[src/pkg/bdc_pkg.sv]
// shared constants and types of the background debug command engine
package bdc_pkg;

	// ----------------------------------------
	// command codes, as delivered by the serial deframer
	// ----------------------------------------
	localparam logic [3:0] BDC_CMD_NOP                = 4'h0;
	localparam logic [3:0] BDC_CMD_DATA_REG_READ_CMD  = 4'h1;
	localparam logic [3:0] BDC_CMD_ADDR_REG_READ_CMD  = 4'h2;
	localparam logic [3:0] BDC_CMD_DATA_REG_WRITE_CMD = 4'h3;
	localparam logic [3:0] BDC_CMD_ADDR_REG_WRITE_CMD = 4'h4;
	localparam logic [3:0] BDC_CMD_SYS_REG_READ_CMD   = 4'h5;
	localparam logic [3:0] BDC_CMD_SYS_REG_WRITE_CMD  = 4'h6;
	localparam logic [3:0] BDC_CMD_MEM_READ           = 4'h7;
	localparam logic [3:0] BDC_CMD_MEM_WRITE          = 4'h8;
	localparam logic [3:0] BDC_CMD_BLOCK_READ         = 4'h9;
	localparam logic [3:0] BDC_CMD_BLOCK_WRITE        = 4'hA;
	localparam logic [3:0] BDC_CMD_RESUME             = 4'hB;
	localparam logic [3:0] BDC_CMD_PATCH              = 4'hC;
	localparam logic [3:0] BDC_CMD_PERIPH_RESET       = 4'hD;

	// ----------------------------------------
	// operand sizes and address spaces
	// ----------------------------------------
	localparam logic [1:0]  BDC_SZ_BYTE     = 2'h0;
	localparam logic [1:0]  BDC_SZ_WORD     = 2'h1;
	localparam logic [1:0]  BDC_SZ_LONG     = 2'h2;
	localparam logic [31:0] BDC_BYTES_BYTE  = 32'h1;
	localparam logic [31:0] BDC_BYTES_WORD  = 32'h2;
	localparam logic [31:0] BDC_BYTES_LONG  = 32'h4;
	localparam logic [2:0]  BDC_FC_SUP_DATA = 3'h5;

	// ----------------------------------------
	// timing
	// ----------------------------------------
	localparam int BDC_PERIPH_RESET_CYCLES = 512;

	// ----------------------------------------
	// engine states
	// ----------------------------------------
	typedef enum logic [6:0] {
		BDC_ST_IDLE  = 7'b0000001,
		BDC_ST_REG   = 7'b0000010,
		BDC_ST_MEM   = 7'b0000100,
		BDC_ST_PUSH  = 7'b0001000,
		BDC_ST_FLUSH = 7'b0010000,
		BDC_ST_RESP  = 7'b0100000,
		BDC_ST_SPARE = 7'b1000000
	} bdc_state_e;

endpackage

[src/hw/bdc_resp_buf.sv]
// two-entry response buffer with valid and ready on both sides
`timescale 1ns/1ps
module bdc_resp_buf #(
	parameter int WIDTH = 33
) (
	input  wire logic             ref_clk,
	input  wire logic             rst,
	input  wire logic             in_valid,
	output logic                  in_ready,
	input  wire logic [WIDTH-1:0] in_data,
	output logic                  out_valid,
	input  wire logic             out_ready,
	output logic      [WIDTH-1:0] out_data
);
	// ----------------------------------------
	// storage: head register feeds the port directly
	// ----------------------------------------
	logic [WIDTH-1:0] tail;
	logic             tail_valid;
	wire              push = in_valid && in_ready;
	wire              pop  = out_valid && out_ready;

	// ready comes from a flop so the source never sees a combinational path
	assign in_ready = !tail_valid;

	always_ff @(posedge ref_clk or posedge rst) begin
		if (rst) begin
			out_valid  <= 1'b0;
			out_data   <= '0;
			tail       <= '0;
			tail_valid <= 1'b0;
		end else begin
			if (pop || !out_valid) begin
				out_valid  <= tail_valid || push;
				out_data   <= tail_valid ? tail : in_data;
				tail_valid <= tail_valid && push;
				tail       <= in_data;
			end else if (push) begin
				tail       <= in_data;
				tail_valid <= 1'b1;
			end
		end
	end
endmodule

[src/hw/bdc_reset_timer.sv]
// fixed-length pulse generator for the peripheral reset line
`timescale 1ns/1ps
module bdc_reset_timer #(
	parameter int CYCLES = 512
) (
	input  wire logic ref_clk,
	input  wire logic rst,
	input  wire logic start,
	output logic      active
);
	localparam int CW = $clog2(CYCLES + 1);
	localparam logic [CW-1:0] LAST = CW'(CYCLES - 1);

	logic [CW-1:0] count;

	// a new start while running restarts the full length
	always_ff @(posedge ref_clk or posedge rst) begin
		if (rst) begin
			active <= 1'b0;
			count  <= '0;
		end else if (start) begin
			active <= 1'b1;
			count  <= '0;
		end else if (active) begin
			active <= (count != LAST);
			count  <= count + CW'(1);
		end
	end
endmodule

[src/hw/bdc_engine.sv]
// command execution engine for background debug mode
`timescale 1ns/1ps
// ----------------------------------------
// Summary of operation
// register read returns data or address register
// register write loads host operand
// system register read returns supervisor register
// system register write stores host operand
// memory read returns sized datum at address
// memory read space from source select
// memory write stores operand at address
// memory write space from destination select
// block read continues after initial memory read
// block write continues after initial memory write
// resume flushes pipe, continues at pc
// patch pushes pc, jumps to patch code
// peripheral reset held 512 cycles
// peripheral reset leaves core running state alone
// null command changes nothing
// block address advances by operand size
// only when halted; unknown code errors
// ----------------------------------------
module bdc_engine
	import bdc_pkg::*;
(
	input  wire logic        ref_clk,
	input  wire logic        rst,
	input  wire logic        core_halted,
	input  wire logic        cmd_valid,
	output logic             cmd_ready,
	input  wire logic [3:0]  cmd_code,
	input  wire logic [3:0]  cmd_reg,
	input  wire logic [1:0]  cmd_size,
	input  wire logic [31:0] cmd_addr,
	input  wire logic [31:0] cmd_data,
	output logic             rsp_valid,
	input  wire logic        rsp_ready,
	output logic [31:0]      rsp_data,
	output logic             rsp_err,
	output logic             reg_req,
	output logic             reg_we,
	output logic             reg_sys,
	output logic [3:0]       reg_idx,
	output logic [31:0]      reg_wdata,
	input  wire logic [31:0] reg_rdata,
	input  wire logic        reg_ack,
	input  wire logic [2:0]  source_space_select,
	input  wire logic [2:0]  destination_space_select,
	output logic             mem_req,
	output logic             mem_we,
	output logic [31:0]      mem_addr,
	output logic [1:0]       mem_size,
	output logic [2:0]       mem_fc,
	output logic [31:0]      mem_wdata,
	input  wire logic [31:0] mem_rdata,
	input  wire logic        mem_ack,
	input  wire logic [31:0] core_pc,
	input  wire logic [31:0] core_sp,
	output logic             core_flush,
	output logic             core_resume,
	output logic             load_pc,
	output logic [31:0]      load_pc_value,
	output logic [31:0]      load_sp_value,
	output logic             periph_reset
);
	// ----------------------------------------
	// decode
	// ----------------------------------------
	bdc_state_e  state;
	logic [31:0] blk_addr;
	logic [1:0]  blk_size;
	logic [31:0] call_addr;
	logic [31:0] rsp_word;
	logic        rsp_bad;
	logic        rst_start;
	logic        buf_ready;

	wire fire      = cmd_valid && cmd_ready;
	wire is_dreg_r = cmd_code == BDC_CMD_DATA_REG_READ_CMD;
	wire is_areg_r = cmd_code == BDC_CMD_ADDR_REG_READ_CMD;
	wire is_dreg_w = cmd_code == BDC_CMD_DATA_REG_WRITE_CMD;
	wire is_areg_w = cmd_code == BDC_CMD_ADDR_REG_WRITE_CMD;
	wire is_sys_r  = cmd_code == BDC_CMD_SYS_REG_READ_CMD;
	wire is_sys_w  = cmd_code == BDC_CMD_SYS_REG_WRITE_CMD;
	wire is_rd     = cmd_code == BDC_CMD_MEM_READ;
	wire is_wr     = cmd_code == BDC_CMD_MEM_WRITE;
	wire is_brd    = cmd_code == BDC_CMD_BLOCK_READ;
	wire is_bwr    = cmd_code == BDC_CMD_BLOCK_WRITE;
	wire is_go     = cmd_code == BDC_CMD_RESUME;
	wire is_call   = cmd_code == BDC_CMD_PATCH;
	wire is_prst   = cmd_code == BDC_CMD_PERIPH_RESET;
	wire is_nop    = cmd_code == BDC_CMD_NOP;
	wire is_regop  = is_dreg_r || is_areg_r || is_dreg_w || is_areg_w || is_sys_r || is_sys_w;
	wire is_memop  = is_rd || is_wr || is_brd || is_bwr;
	wire is_wrop   = is_wr || is_bwr;
	wire known     = is_regop || is_memop || is_go || is_call || is_prst || is_nop;
	// not halted or unknown code both answer with an error word
	wire refuse    = !core_halted || !known;

	// address and register selection
	wire [3:0]  next_reg_idx = (is_sys_r || is_sys_w) ? cmd_reg
		: {(is_areg_r || is_areg_w), cmd_reg[2:0]};
	wire [31:0] next_addr    = (is_brd || is_bwr) ? blk_addr : cmd_addr;
	wire [1:0]  next_size    = (is_brd || is_bwr) ? blk_size : cmd_size;
	wire [2:0]  next_fc      = is_wrop ? destination_space_select
		: source_space_select;
	wire [31:0] size_bytes   = (mem_size == BDC_SZ_BYTE) ? BDC_BYTES_BYTE
		: (mem_size == BDC_SZ_WORD) ? BDC_BYTES_WORD : BDC_BYTES_LONG;
	wire [31:0] push_addr    = core_sp - BDC_BYTES_LONG;
	wire        resp_push    = (state == BDC_ST_RESP);

	// ----------------------------------------
	// sequencer
	// ----------------------------------------
	always_ff @(posedge ref_clk or posedge rst) begin
		if (rst) begin
			state         <= BDC_ST_IDLE;
			cmd_ready     <= 1'b0;
			reg_req       <= 1'b0;
			reg_we        <= 1'b0;
			reg_sys       <= 1'b0;
			reg_idx       <= '0;
			reg_wdata     <= '0;
			mem_req       <= 1'b0;
			mem_we        <= 1'b0;
			mem_addr      <= '0;
			mem_size      <= '0;
			mem_fc        <= '0;
			mem_wdata     <= '0;
			blk_addr      <= '0;
			blk_size      <= '0;
			call_addr     <= '0;
			core_flush    <= 1'b0;
			core_resume   <= 1'b0;
			load_pc       <= 1'b0;
			load_pc_value <= '0;
			load_sp_value <= '0;
			rsp_word      <= '0;
			rsp_bad       <= 1'b0;
			rst_start     <= 1'b0;
		end else begin
			core_flush  <= 1'b0;
			core_resume <= 1'b0;
			load_pc     <= 1'b0;
			rst_start   <= 1'b0;
			case (state)
				BDC_ST_IDLE: begin
					cmd_ready <= !fire;
					rsp_word  <= '0;
					rsp_bad   <= 1'b0;
					if (fire) begin
						state <= BDC_ST_RESP;
						if (refuse) begin
							rsp_bad <= 1'b1;
						end else if (is_regop) begin
							reg_req   <= 1'b1;
							reg_we    <= is_dreg_w || is_areg_w || is_sys_w;
							reg_sys   <= is_sys_r || is_sys_w;
							reg_idx   <= next_reg_idx;
							reg_wdata <= cmd_data;
							state     <= BDC_ST_REG;
						end else if (is_memop) begin
							mem_req   <= 1'b1;
							mem_we    <= is_wrop;
							mem_addr  <= next_addr;
							mem_size  <= next_size;
							mem_fc    <= next_fc;
							mem_wdata <= cmd_data;
							blk_size  <= next_size;
							state     <= BDC_ST_MEM;
						end else if (is_go) begin
							core_flush <= 1'b1;
							state      <= BDC_ST_FLUSH;
						end else if (is_call) begin
							mem_req   <= 1'b1;
							mem_we    <= 1'b1;
							mem_addr  <= push_addr;
							mem_size  <= BDC_SZ_LONG;
							mem_fc    <= BDC_FC_SUP_DATA;
							mem_wdata <= core_pc;
							call_addr <= cmd_addr;
							state     <= BDC_ST_PUSH;
						end else if (is_prst) begin
							rst_start <= 1'b1;
						end
						// null command falls through to an empty answer R15
					end
				end
				BDC_ST_REG: begin
					if (reg_ack) begin
						reg_req  <= 1'b0;
						rsp_word <= reg_we ? '0 : reg_rdata;
						state    <= BDC_ST_RESP;
					end
				end
				BDC_ST_MEM: begin
					if (mem_ack) begin
						mem_req  <= 1'b0;
						rsp_word <= mem_we ? '0 : mem_rdata;
						blk_addr <= mem_addr + size_bytes;
						state    <= BDC_ST_RESP;
					end
				end
				BDC_ST_PUSH: begin
					if (mem_ack) begin
						mem_req       <= 1'b0;
						load_pc       <= 1'b1;
						load_pc_value <= call_addr;
						load_sp_value <= mem_addr;
						state         <= BDC_ST_RESP;
					end
				end
				BDC_ST_FLUSH: begin
					core_resume <= 1'b1;
					state       <= BDC_ST_RESP;
				end
				BDC_ST_RESP: begin
					// answer waits here while both response buffer entries are full
					if (buf_ready) begin
						cmd_ready <= 1'b1;
						state     <= BDC_ST_IDLE;
					end
				end
				default: begin
					state <= BDC_ST_IDLE;
				end
			endcase
		end
	end

	// ----------------------------------------
	// answer path and peripheral reset
	// ----------------------------------------
	bdc_resp_buf #(
		.WIDTH (33)
	) u_resp_buf (
		.ref_clk   (ref_clk),
		.rst       (rst),
		.in_valid  (resp_push),
		.in_ready  (buf_ready),
		.in_data   ({rsp_bad, rsp_word}),
		.out_valid (rsp_valid),
		.out_ready (rsp_ready),
		.out_data  ({rsp_err, rsp_data})
	);

	// core state is untouched; only the external line pulses
	bdc_reset_timer #(
		.CYCLES (BDC_PERIPH_RESET_CYCLES)
	) u_reset_timer (
		.ref_clk (ref_clk),
		.rst     (rst),
		.start   (rst_start),
		.active  (periph_reset)
	);

	// ----------------------------------------
	// checks
	// ----------------------------------------
	logic [9:0] hi_cnt;
	always_ff @(posedge ref_clk or posedge rst) begin
		if (rst) begin
			hi_cnt <= '0;
		end else begin
			// a re-issue restarts the pulse, so the length count restarts too
			hi_cnt <= (periph_reset && !rst_start) ? hi_cnt + 10'h001 : 10'h000;
		end
	end

	property p_reset_len;
		@(posedge ref_clk) disable iff (rst)
		$fell(periph_reset) |-> hi_cnt == 10'(BDC_PERIPH_RESET_CYCLES);
	endproperty
	a_reset_len: assert property (p_reset_len) else $error("reset pulse length wrong");

	property p_reset_start;
		@(posedge ref_clk) disable iff (rst)
		fire && !refuse && is_prst |-> ##2 periph_reset;
	endproperty
	a_reset_start: assert property (p_reset_start) else $error("reset not started");

	property p_reset_core;
		@(posedge ref_clk) disable iff (rst)
		fire && !refuse && is_prst |=> !core_flush && !load_pc && state == BDC_ST_RESP;
	endproperty
	a_reset_core: assert property (p_reset_core) else $error("reset touched core");

	property p_read_space;
		@(posedge ref_clk) disable iff (rst)
		fire && !refuse && (is_rd || is_brd) |=>
			mem_req && !mem_we && mem_fc == $past(source_space_select);
	endproperty
	a_read_space: assert property (p_read_space) else $error("read space wrong");

	property p_write_space;
		@(posedge ref_clk) disable iff (rst)
		fire && !refuse && is_wrop |=>
			mem_req && mem_we && mem_fc == $past(destination_space_select)
			&& mem_wdata == $past(cmd_data);
	endproperty
	a_write_space: assert property (p_write_space) else $error("write space wrong");

	property p_blk_adv;
		@(posedge ref_clk) disable iff (rst)
		state == BDC_ST_MEM && mem_ack |=> blk_addr == $past(mem_addr) + $past(size_bytes);
	endproperty
	a_blk_adv: assert property (p_blk_adv) else $error("block address not advanced");

	property p_refuse;
		@(posedge ref_clk) disable iff (rst)
		fire && refuse |=> state == BDC_ST_RESP && rsp_bad && !reg_req && !mem_req;
	endproperty
	a_refuse: assert property (p_refuse) else $error("refused command not flagged");

	property p_resume;
		@(posedge ref_clk) disable iff (rst)
		fire && !refuse && is_go |=> core_flush ##1 (core_resume && !core_flush);
	endproperty
	a_resume: assert property (p_resume) else $error("resume order wrong");

	property p_patch;
		@(posedge ref_clk) disable iff (rst)
		state == BDC_ST_PUSH && mem_ack |=> load_pc && load_pc_value == call_addr
			&& load_sp_value == $past(mem_addr);
	endproperty
	a_patch: assert property (p_patch) else $error("patch entry wrong");

	property p_reg_write;
		@(posedge ref_clk) disable iff (rst)
		fire && !refuse && (is_dreg_w || is_areg_w) |=>
			reg_req && reg_we && !reg_sys && reg_wdata == $past(cmd_data);
	endproperty
	a_reg_write: assert property (p_reg_write) else $error("register write wrong");

	c_dump: cover property (@(posedge ref_clk) disable iff (rst)
		fire && is_brd && !refuse);
	c_call: cover property (@(posedge ref_clk) disable iff (rst) load_pc);
	c_stall: cover property (@(posedge ref_clk) disable iff (rst)
		resp_push && !buf_ready);
	c_prst: cover property (@(posedge ref_clk) disable iff (rst) $fell(periph_reset));
endmodule

[config.mk]
export PLATFORM = sky130hd
export DESIGN_NAME = bdc_engine
export DESIGN_NICKNAME = d
export VERILOG_FILES = /design/src/pkg/bdc_pkg.sv /design/src/hw/bdc_resp_buf.sv /design/src/hw/bdc_reset_timer.sv /design/src/hw/bdc_engine.sv
export SDC_FILE = /design/constraint.sdc
export NUM_CORES = 1
export LEC_CHECK = 0
export BUFFER_PORTS_ARGS = -buffer_cell sky130_fd_sc_hd__buf_2
export CAP_MARGIN = 20
export CORE_ASPECT_RATIO = 1.75
export CORE_MARGIN = 10
export CORE_UTILIZATION = 50
export CTS_BUF_LIST = sky130_fd_sc_hd__clkbuf_8
export DETAILED_ROUTE_END_ITERATION = 10
export PLACE_DENSITY = 0.76
export SLEW_MARGIN = 20
export SYNTH_ARGS = -nofsm -noshare
export SYNTH_HDL_FRONTEND = slang
export SYNTH_SLANG_ARGS = --single-unit
export TNS_END_PERCENT = 5
[constraint.sdc]
create_clock -name ref_clk -period 23 [get_ports ref_clk]
set_clock_uncertainty 0.15 [all_clocks]
set_input_delay 2.3 -clock ref_clk [delete_from_list [all_inputs] [get_ports ref_clk]]
set_output_delay 2.3 -clock ref_clk [all_outputs]
set_load 0.02 [all_outputs]
# --- Yosys cells after proc, flatten, opt, wreduce, memory -nomap -nowiden ---
# Cells that the tools add are included.
word_totals:
  reg_bits: 364
  input_bits: 215
  output_inout_bits: 213
classes:
  n_addsub: 3
  eq_ne: 32
  mux: 77
  n_bitwise: 4
  reduce_logical: 52
ops:
  columns: ["cell", "n"]
  rows:
  - ["2-to-1 mux 32 bit", 11]
  - ["2-to-1 mux 33 bit", 3]
  - ["one-hot mux 32 bit (3 select lines)", 1]
  - ["2-to-1 mux 1 bit", 36]
  - ["one-hot mux 7 bit (5 select lines)", 1]
  - ["adder 32 x 3 -> 32 bit", 1]
  - ["subtractor 32 x 3 -> 32 bit, second input constant", 1]
  - ["2-to-1 mux 6 bit", 5]
  - ["2-to-1 mux 7 bit", 4]
  - ["equality test 4 bit, second input constant", 6]
  - ["logical OR 1 bit", 22]
  - ["2-to-1 mux 10 bit", 2]
  - ["2-to-1 mux 3 bit", 6]
  - ["equality test 4 x 3 -> 1 bit, second input constant", 4]
  - ["inequality test 2 bit, second input constant", 7]
  - ["AND reduction 7 bit", 2]
  - ["nonzero test 2 bit", 6]
  - ["adder 10 x 1 -> 10 bit, second input constant", 1]
  - ["inequality test 10 x 9 -> 1 bit, second input constant", 1]
  - ["AND reduction 5 bit", 2]
  - ["equality test 4 x 2 -> 1 bit, second input constant", 2]
  - ["2-to-1 mux 2 bit", 4]
  - ["AND reduction 4 bit", 2]
  - ["equality test 7 x 1 -> 1 bit, second input constant", 1]
  - ["21 further kinds", 37]

# --- Logic depth before layout (Yosys ltp) ---
depth:
  word_depth: 16
  depth_mapped: 9
  depth_no_buf: 9

# --- Cells and area by module ---
# Synthesis repeated with hierarchy kept, for this count alone.
hier_totals:
  hier_cells: 1472
  area_unflattened_um2: 16544.6
by_module_without_submodules:
  columns: ["module", "instances", "cells_each", "area_per_inst_um2", "seq_area_each_um2"]
  rows:
  - ["bdc_engine", 1, 1197, 13172.6, 7108.1]
  - ["bdc_resp_buf", 1, 222, 2829.0, 1701.6]
  - ["bdc_reset_timer", 1, 53, 543.0, 275.3]

# --- Least setup slack after synthesis ---
# No wires, ideal clock.
synth_timing:
  path_type: "in2reg"
  start: "input port core_sp[2]"
  end: "register mem_addr[28]"
  arrival_time_ns: 3.762
  path_slack_ns: 18.956
  cell_stages: 8
  n_path_buf: 1
  path_cell_list: "inv_1 ha_1 nor3b_2 nand4_1 clkbuf_1 o31a_1 o21ai_0 a21oi_1"
synth_between:
  elab_chain_cells: 4
synth_lines:
  columns: ["element", "line", "source"]
  rows:
  - ["start, declared", "bdc_engine.sv:58", "input wire logic [31:0] core_sp,"]
  - ["subtractor 32 x 3 -> 32 bit", "bdc_engine.sv:109", "wire [31:0] push_addr = core_sp - BDC_BYTES_LONG;"]
  - ["2-to-1 mux 32 bit", "bdc_engine.sv:174", "end else if (is_call) begin"]
  - ["2-to-1 mux 32 bit", "bdc_engine.sv:171", "end else if (is_go) begin"]
  - ["2-to-1 mux 32 bit", "bdc_engine.sv:162", "end else if (is_memop) begin"]
  - ["end signal, assigned", "bdc_engine.sv:165", "mem_addr <= next_addr;"]
  - ["end signal, assigned", "bdc_engine.sv:177", "mem_addr <= push_addr;"]
  - ["end, declared", "bdc_engine.sv:51", "output logic [31:0] mem_addr,"]
# No other way between the ends. The select of a mux whose other input is x is not followed.
# A chain may end at the register's enable or synchronous reset.

# --- Final worst setup path ---
layout_timing:
  start: "input port cmd_code[1]"
  end: "register mem_addr[29]"
layout_between:
  elab_chain_cells: 15
layout_lines:
  columns: ["element", "line", "source"]
  rows:
  - ["start, declared", "bdc_engine.sv:31", "input wire logic [3:0] cmd_code,"]
  - ["equality test 4 x 1 -> 1 bit or equality test 4 x 2 -> 1 bit (tied branches)", "bdc_engine.sv:79, bdc_engine.sv:80", null]
  - ["logical OR 1 bit (5 in series)", "bdc_engine.sv:93", "wire is_regop = is_dreg_r || is_areg_r || is_dreg_w || is_areg_w || is_sys_r || is_sys_w;"]
  - ["logical OR 1 bit (5 in series)", "bdc_engine.sv:96", "wire known = is_regop || is_memop || is_go || is_call || is_prst || is_nop;"]
  - ["logical NOT 1 bit", "bdc_engine.sv:98", "wire refuse = !core_halted || !known;"]
  - ["logical OR 1 bit", "bdc_engine.sv:98", null]
  - ["NOT 1 bit (no line)", null, null]
  - ["AND reduction 6 bit (no line)", null, null]
# Parallel ways exist; a longest one is shown, timed or not.

==> flow_summary_export.csv <==
group,metric,value,unit
detailed_routing,wl_per_cell,21.70,µm
critical_path,worstPathRequired,23.36,ns
clocking,post-cts-setup-buffers,0,
critical_path,end_kind,"flip-flop",
detailed_routing,drt_iter0_markers,869,
power_and_ir_drop,p_int,1461,µW
placement,dpl_cell_area,19030,µm²
detailed_routing,vias_per_cell,5.671,
sta,finalSetupTns,0,ns
logic_synthesis,syn_inst,1629,
die,start_util,0.5051,
logic_synthesis,async_flop_share,1.000,
die,fp.coreArea,32810,µm²
logic_synthesis,synth_top_cell_area_share,0.5465,
critical_path,worst_path_largest_cell_delay,0.83,ns
die,die_area,41120,µm²
critical_path,crit_arrival,4.68,ns
final_layout,final_core_util,0.6146,
power_and_ir_drop,ir_drop,81.85,µV
critical_path,crit_type,"in2reg",
global_routing,grt_overflow,0,
die,fp.dieW,157.6,µm
sta,setup_viol,0,
logic_synthesis,synth_fp_nets,1850,
clocking,cts_sinks,363,
die,num_rows,88,
power_and_ir_drop,power_leakage,0.009883,µW
sta,slew-limit-headroom,0.2918,
final_layout,final_area,20170,µm²
global_routing,grt_pass1_wl,82290,µm
logic_synthesis,synth_seq_cells,363,
power_and_ir_drop,power,2374,µW
logic_synthesis,synth_edf_count,0,
logic_synthesis,synth-main-ff-cell,"dfrtp_1",
final_layout,syn2layout_area_growth,21.67,%
critical_path,crit_chain,"buf_2 -> nand3_1 -> nand4_1 -> a31oi_4 -> buf_4 -> and3_1 -> a211oi_1",
logic_synthesis,netlist_top_cells_area,"dfrtp_1 (55%), nand2_1 (8.1%), mux2_2 (3.4%)",
global_routing,grt_pass1_vias,14440,
logic_synthesis,syn_area,16570,µm²
min_path,min_path_type,"reg2reg",
logic_synthesis,yosysWarnings,0,
sta,rsz0062_at_grt,"false",
clocking,ctsResizeCount,0,
sta,slew_viol_final,0,
global_routing,grt.total_usage,0.2550,
job,max-cap-violations,0,
global_routing,antenna_found_initial,7,
final_layout,final_common_cell,"buf_2",
clocking,holdBufCountCts,0,
detailed_routing,dr.pass1.iters,5,
clocking,cts_max_level,2,
detailed_routing,antenna_left,0,
placement,port_buffers,427,
die,io_pins,428,
global_routing,grt_max_degree,178,
logic_synthesis,netlist.top_cell.by_area,"dfrtp_1",
final_layout,layout-drive-gt1-share,0.3062,
power_and_ir_drop,switching_share,0.3846,
placement,dp.cells,2379,
critical_path,crit_buf_inv,2,
clocking,cts_buffer_depth,3,
clocking,root_buffer,"clkbuf_8",
power_and_ir_drop,clockPowerShare,0.231,
clocking,clk_latency,0.63,ns
power_and_ir_drop,p_comb_frac,0.328,
critical_path,slowest_stage,"buf_4",
outcome,status,"completed",
power_and_ir_drop,p_switching,912.9,µW
die,die_height,260.9,µm
logic_synthesis,synth_cell_types,69,
logic_synthesis,postSynthAreaPerCell,10.17,µm²
detailed_routing,drc,0,
sta,fmax,231.8,MHz
final_layout,fillers,2750,
placement,dp_hpwl,40220,µm
sta,worst_slew_pin_slew,1.062,ns
sta,hold_viol,0,
power_and_ir_drop,seq_power_share,0.442,
critical_path,worst_setup_path_start_kind,"input port",
critical_path,crit_family,"buffers and inverters",
detailed_routing,num_vias,14020,
placement,place_congestion,0.9365,
clocking,cts_tree,"built",
clocking,cts.clk_slew.worst_paths,0.07,ns
sta,timing.final.crit_period,4.315,ns
critical_path,worstPathMaxFanout,105,
power_and_ir_drop,power.density,117.7,nW/µm²
clocking,cts_inserted_buffers,52,
final_layout,instances_no_fill,2473,
sta,min_period_over_period,0.1876,
logic_synthesis,ys_seq_area_frac,0.5481,
final_layout,most-common-layout-cells,"buf_2 (427), dfrtp_1 (361), nand2_1 (358), nor2_1 (127), o21ai_0 (85)",
detailed_routing,wirelength,53650,µm
final_layout,nNetsFinal,2249,
power by group through the flow:
stage                     logic, µW  registers, µW  clock network, µW
after CTS                       788           1050                559
after detailed placement        786           1050                  0
after global placement          761           1040                  0
after global routing            853           1080                587
after floorplan                 358           1160                  0
final                           778           1050                547
sequential cells by signal, indices dropped and copies added, names as in the netlist, 2 cells and up:
signal,count
u_resp_buf.out_data,33
u_resp_buf.tail,33
blk_addr,32
call_addr,32
load_pc_value,32
load_sp_value,32
mem_addr,32
mem_wdata,32
reg_wdata,32
rsp_word,32
u_reset_timer.count,10
state,6
reg_idx,4
mem_fc,3
blk_size,2
mem_size,2
metal layers:
layer | GRT usage | vias to the layer above | wire length [µm]
li1 | - | 6476 | -
met1 | 0.2825 | 6844 | 19300
met2 | 0.4438 | 580 | 27870
met3 | 0.06329 | 122 | 4000
met4 | 0.1257 | 2 | 2462
met5 | 0 | - | 13
worst paths after layout:
| check | start | end | slack, ns | cells after the start |
|---|---|---|---|---|
| worst max-delay path | cmd_code[1] | mem_addr[29]$_DFFE_PP0P_ | 18.69 | 7 |
| worst min-delay path | call_addr[5]$_DFFE_PP0P_ | load_pc_value[5]$_DFFE_PP0P_ | 0.31 | 2 |
| worst max register to register | mem_size[0]$_DFFE_PP0P_ | blk_addr[26]$_DFFE_PP0P_ | 19.78 | 9 |
| worst min register to register | call_addr[5]$_DFFE_PP0P_ | load_pc_value[5]$_DFFE_PP0P_ | 0.31 | 2 |
| max in group asynchronous | rst | u_resp_buf.tail_valid$_DFFE_PP0P_ | 19.42 | 3 |
| min in group asynchronous | rst | call_addr[18]$_DFFE_PP0P_ | 1.66 | 2 |
synth_stat cells, types with 29 or more instances:
cell,count
dfrtp_1,362
mux2_1,30
a22oi_1,40
mux2_2,50
nand2_1,358
a31oi_1,42
clkbuf_1,61
mux2i_1,42
o21ai_0,85
nor2_1,129
a21oi_1,61
buf_2,29
cell type report:
cell class,instances,area [µm²],area share
Multi-Input combinational cell,1147,7066,0.3504
Tap cell,405,506.7,0.02513
Timing Repair Buffer,445,2305,0.1143
Inverter,19,80.08,0.003971
Antenna cell,4,10.01,0.0004963
Clock buffer,67,922.1,0.04573
Clock inverter,23,191.4,0.009493
Sequential cell,363,9086,0.4506
stage by stage:
stage	hold WS [ns]	setup slack [ns]
finish	0.3062	18.69
global route	0.3481	18.46
detailed placement	0.3072	17.95
CTS	0.3117	18.61
floorplan	0.2848	10.48
global placement	0.2978	18.09
logic make-up after synthesis:
logic type	synth area share
multiplexers	0.1042
adder cells (fa/ha/maj)	0.004982
XOR/XNOR	0.02589
AND/OR/NAND/NOR	0.1680
flip-flops	0.5481
AO/OA/AOI/OAI	0.1172
buffers and inverters	0.03163
tightest hold or removal path, delay by kind of cell (launching register included):
family,cells,cell delay [ns]
flops,1,0.35
simple gates,2,0.10
Power figures use the tool's default switching activity.
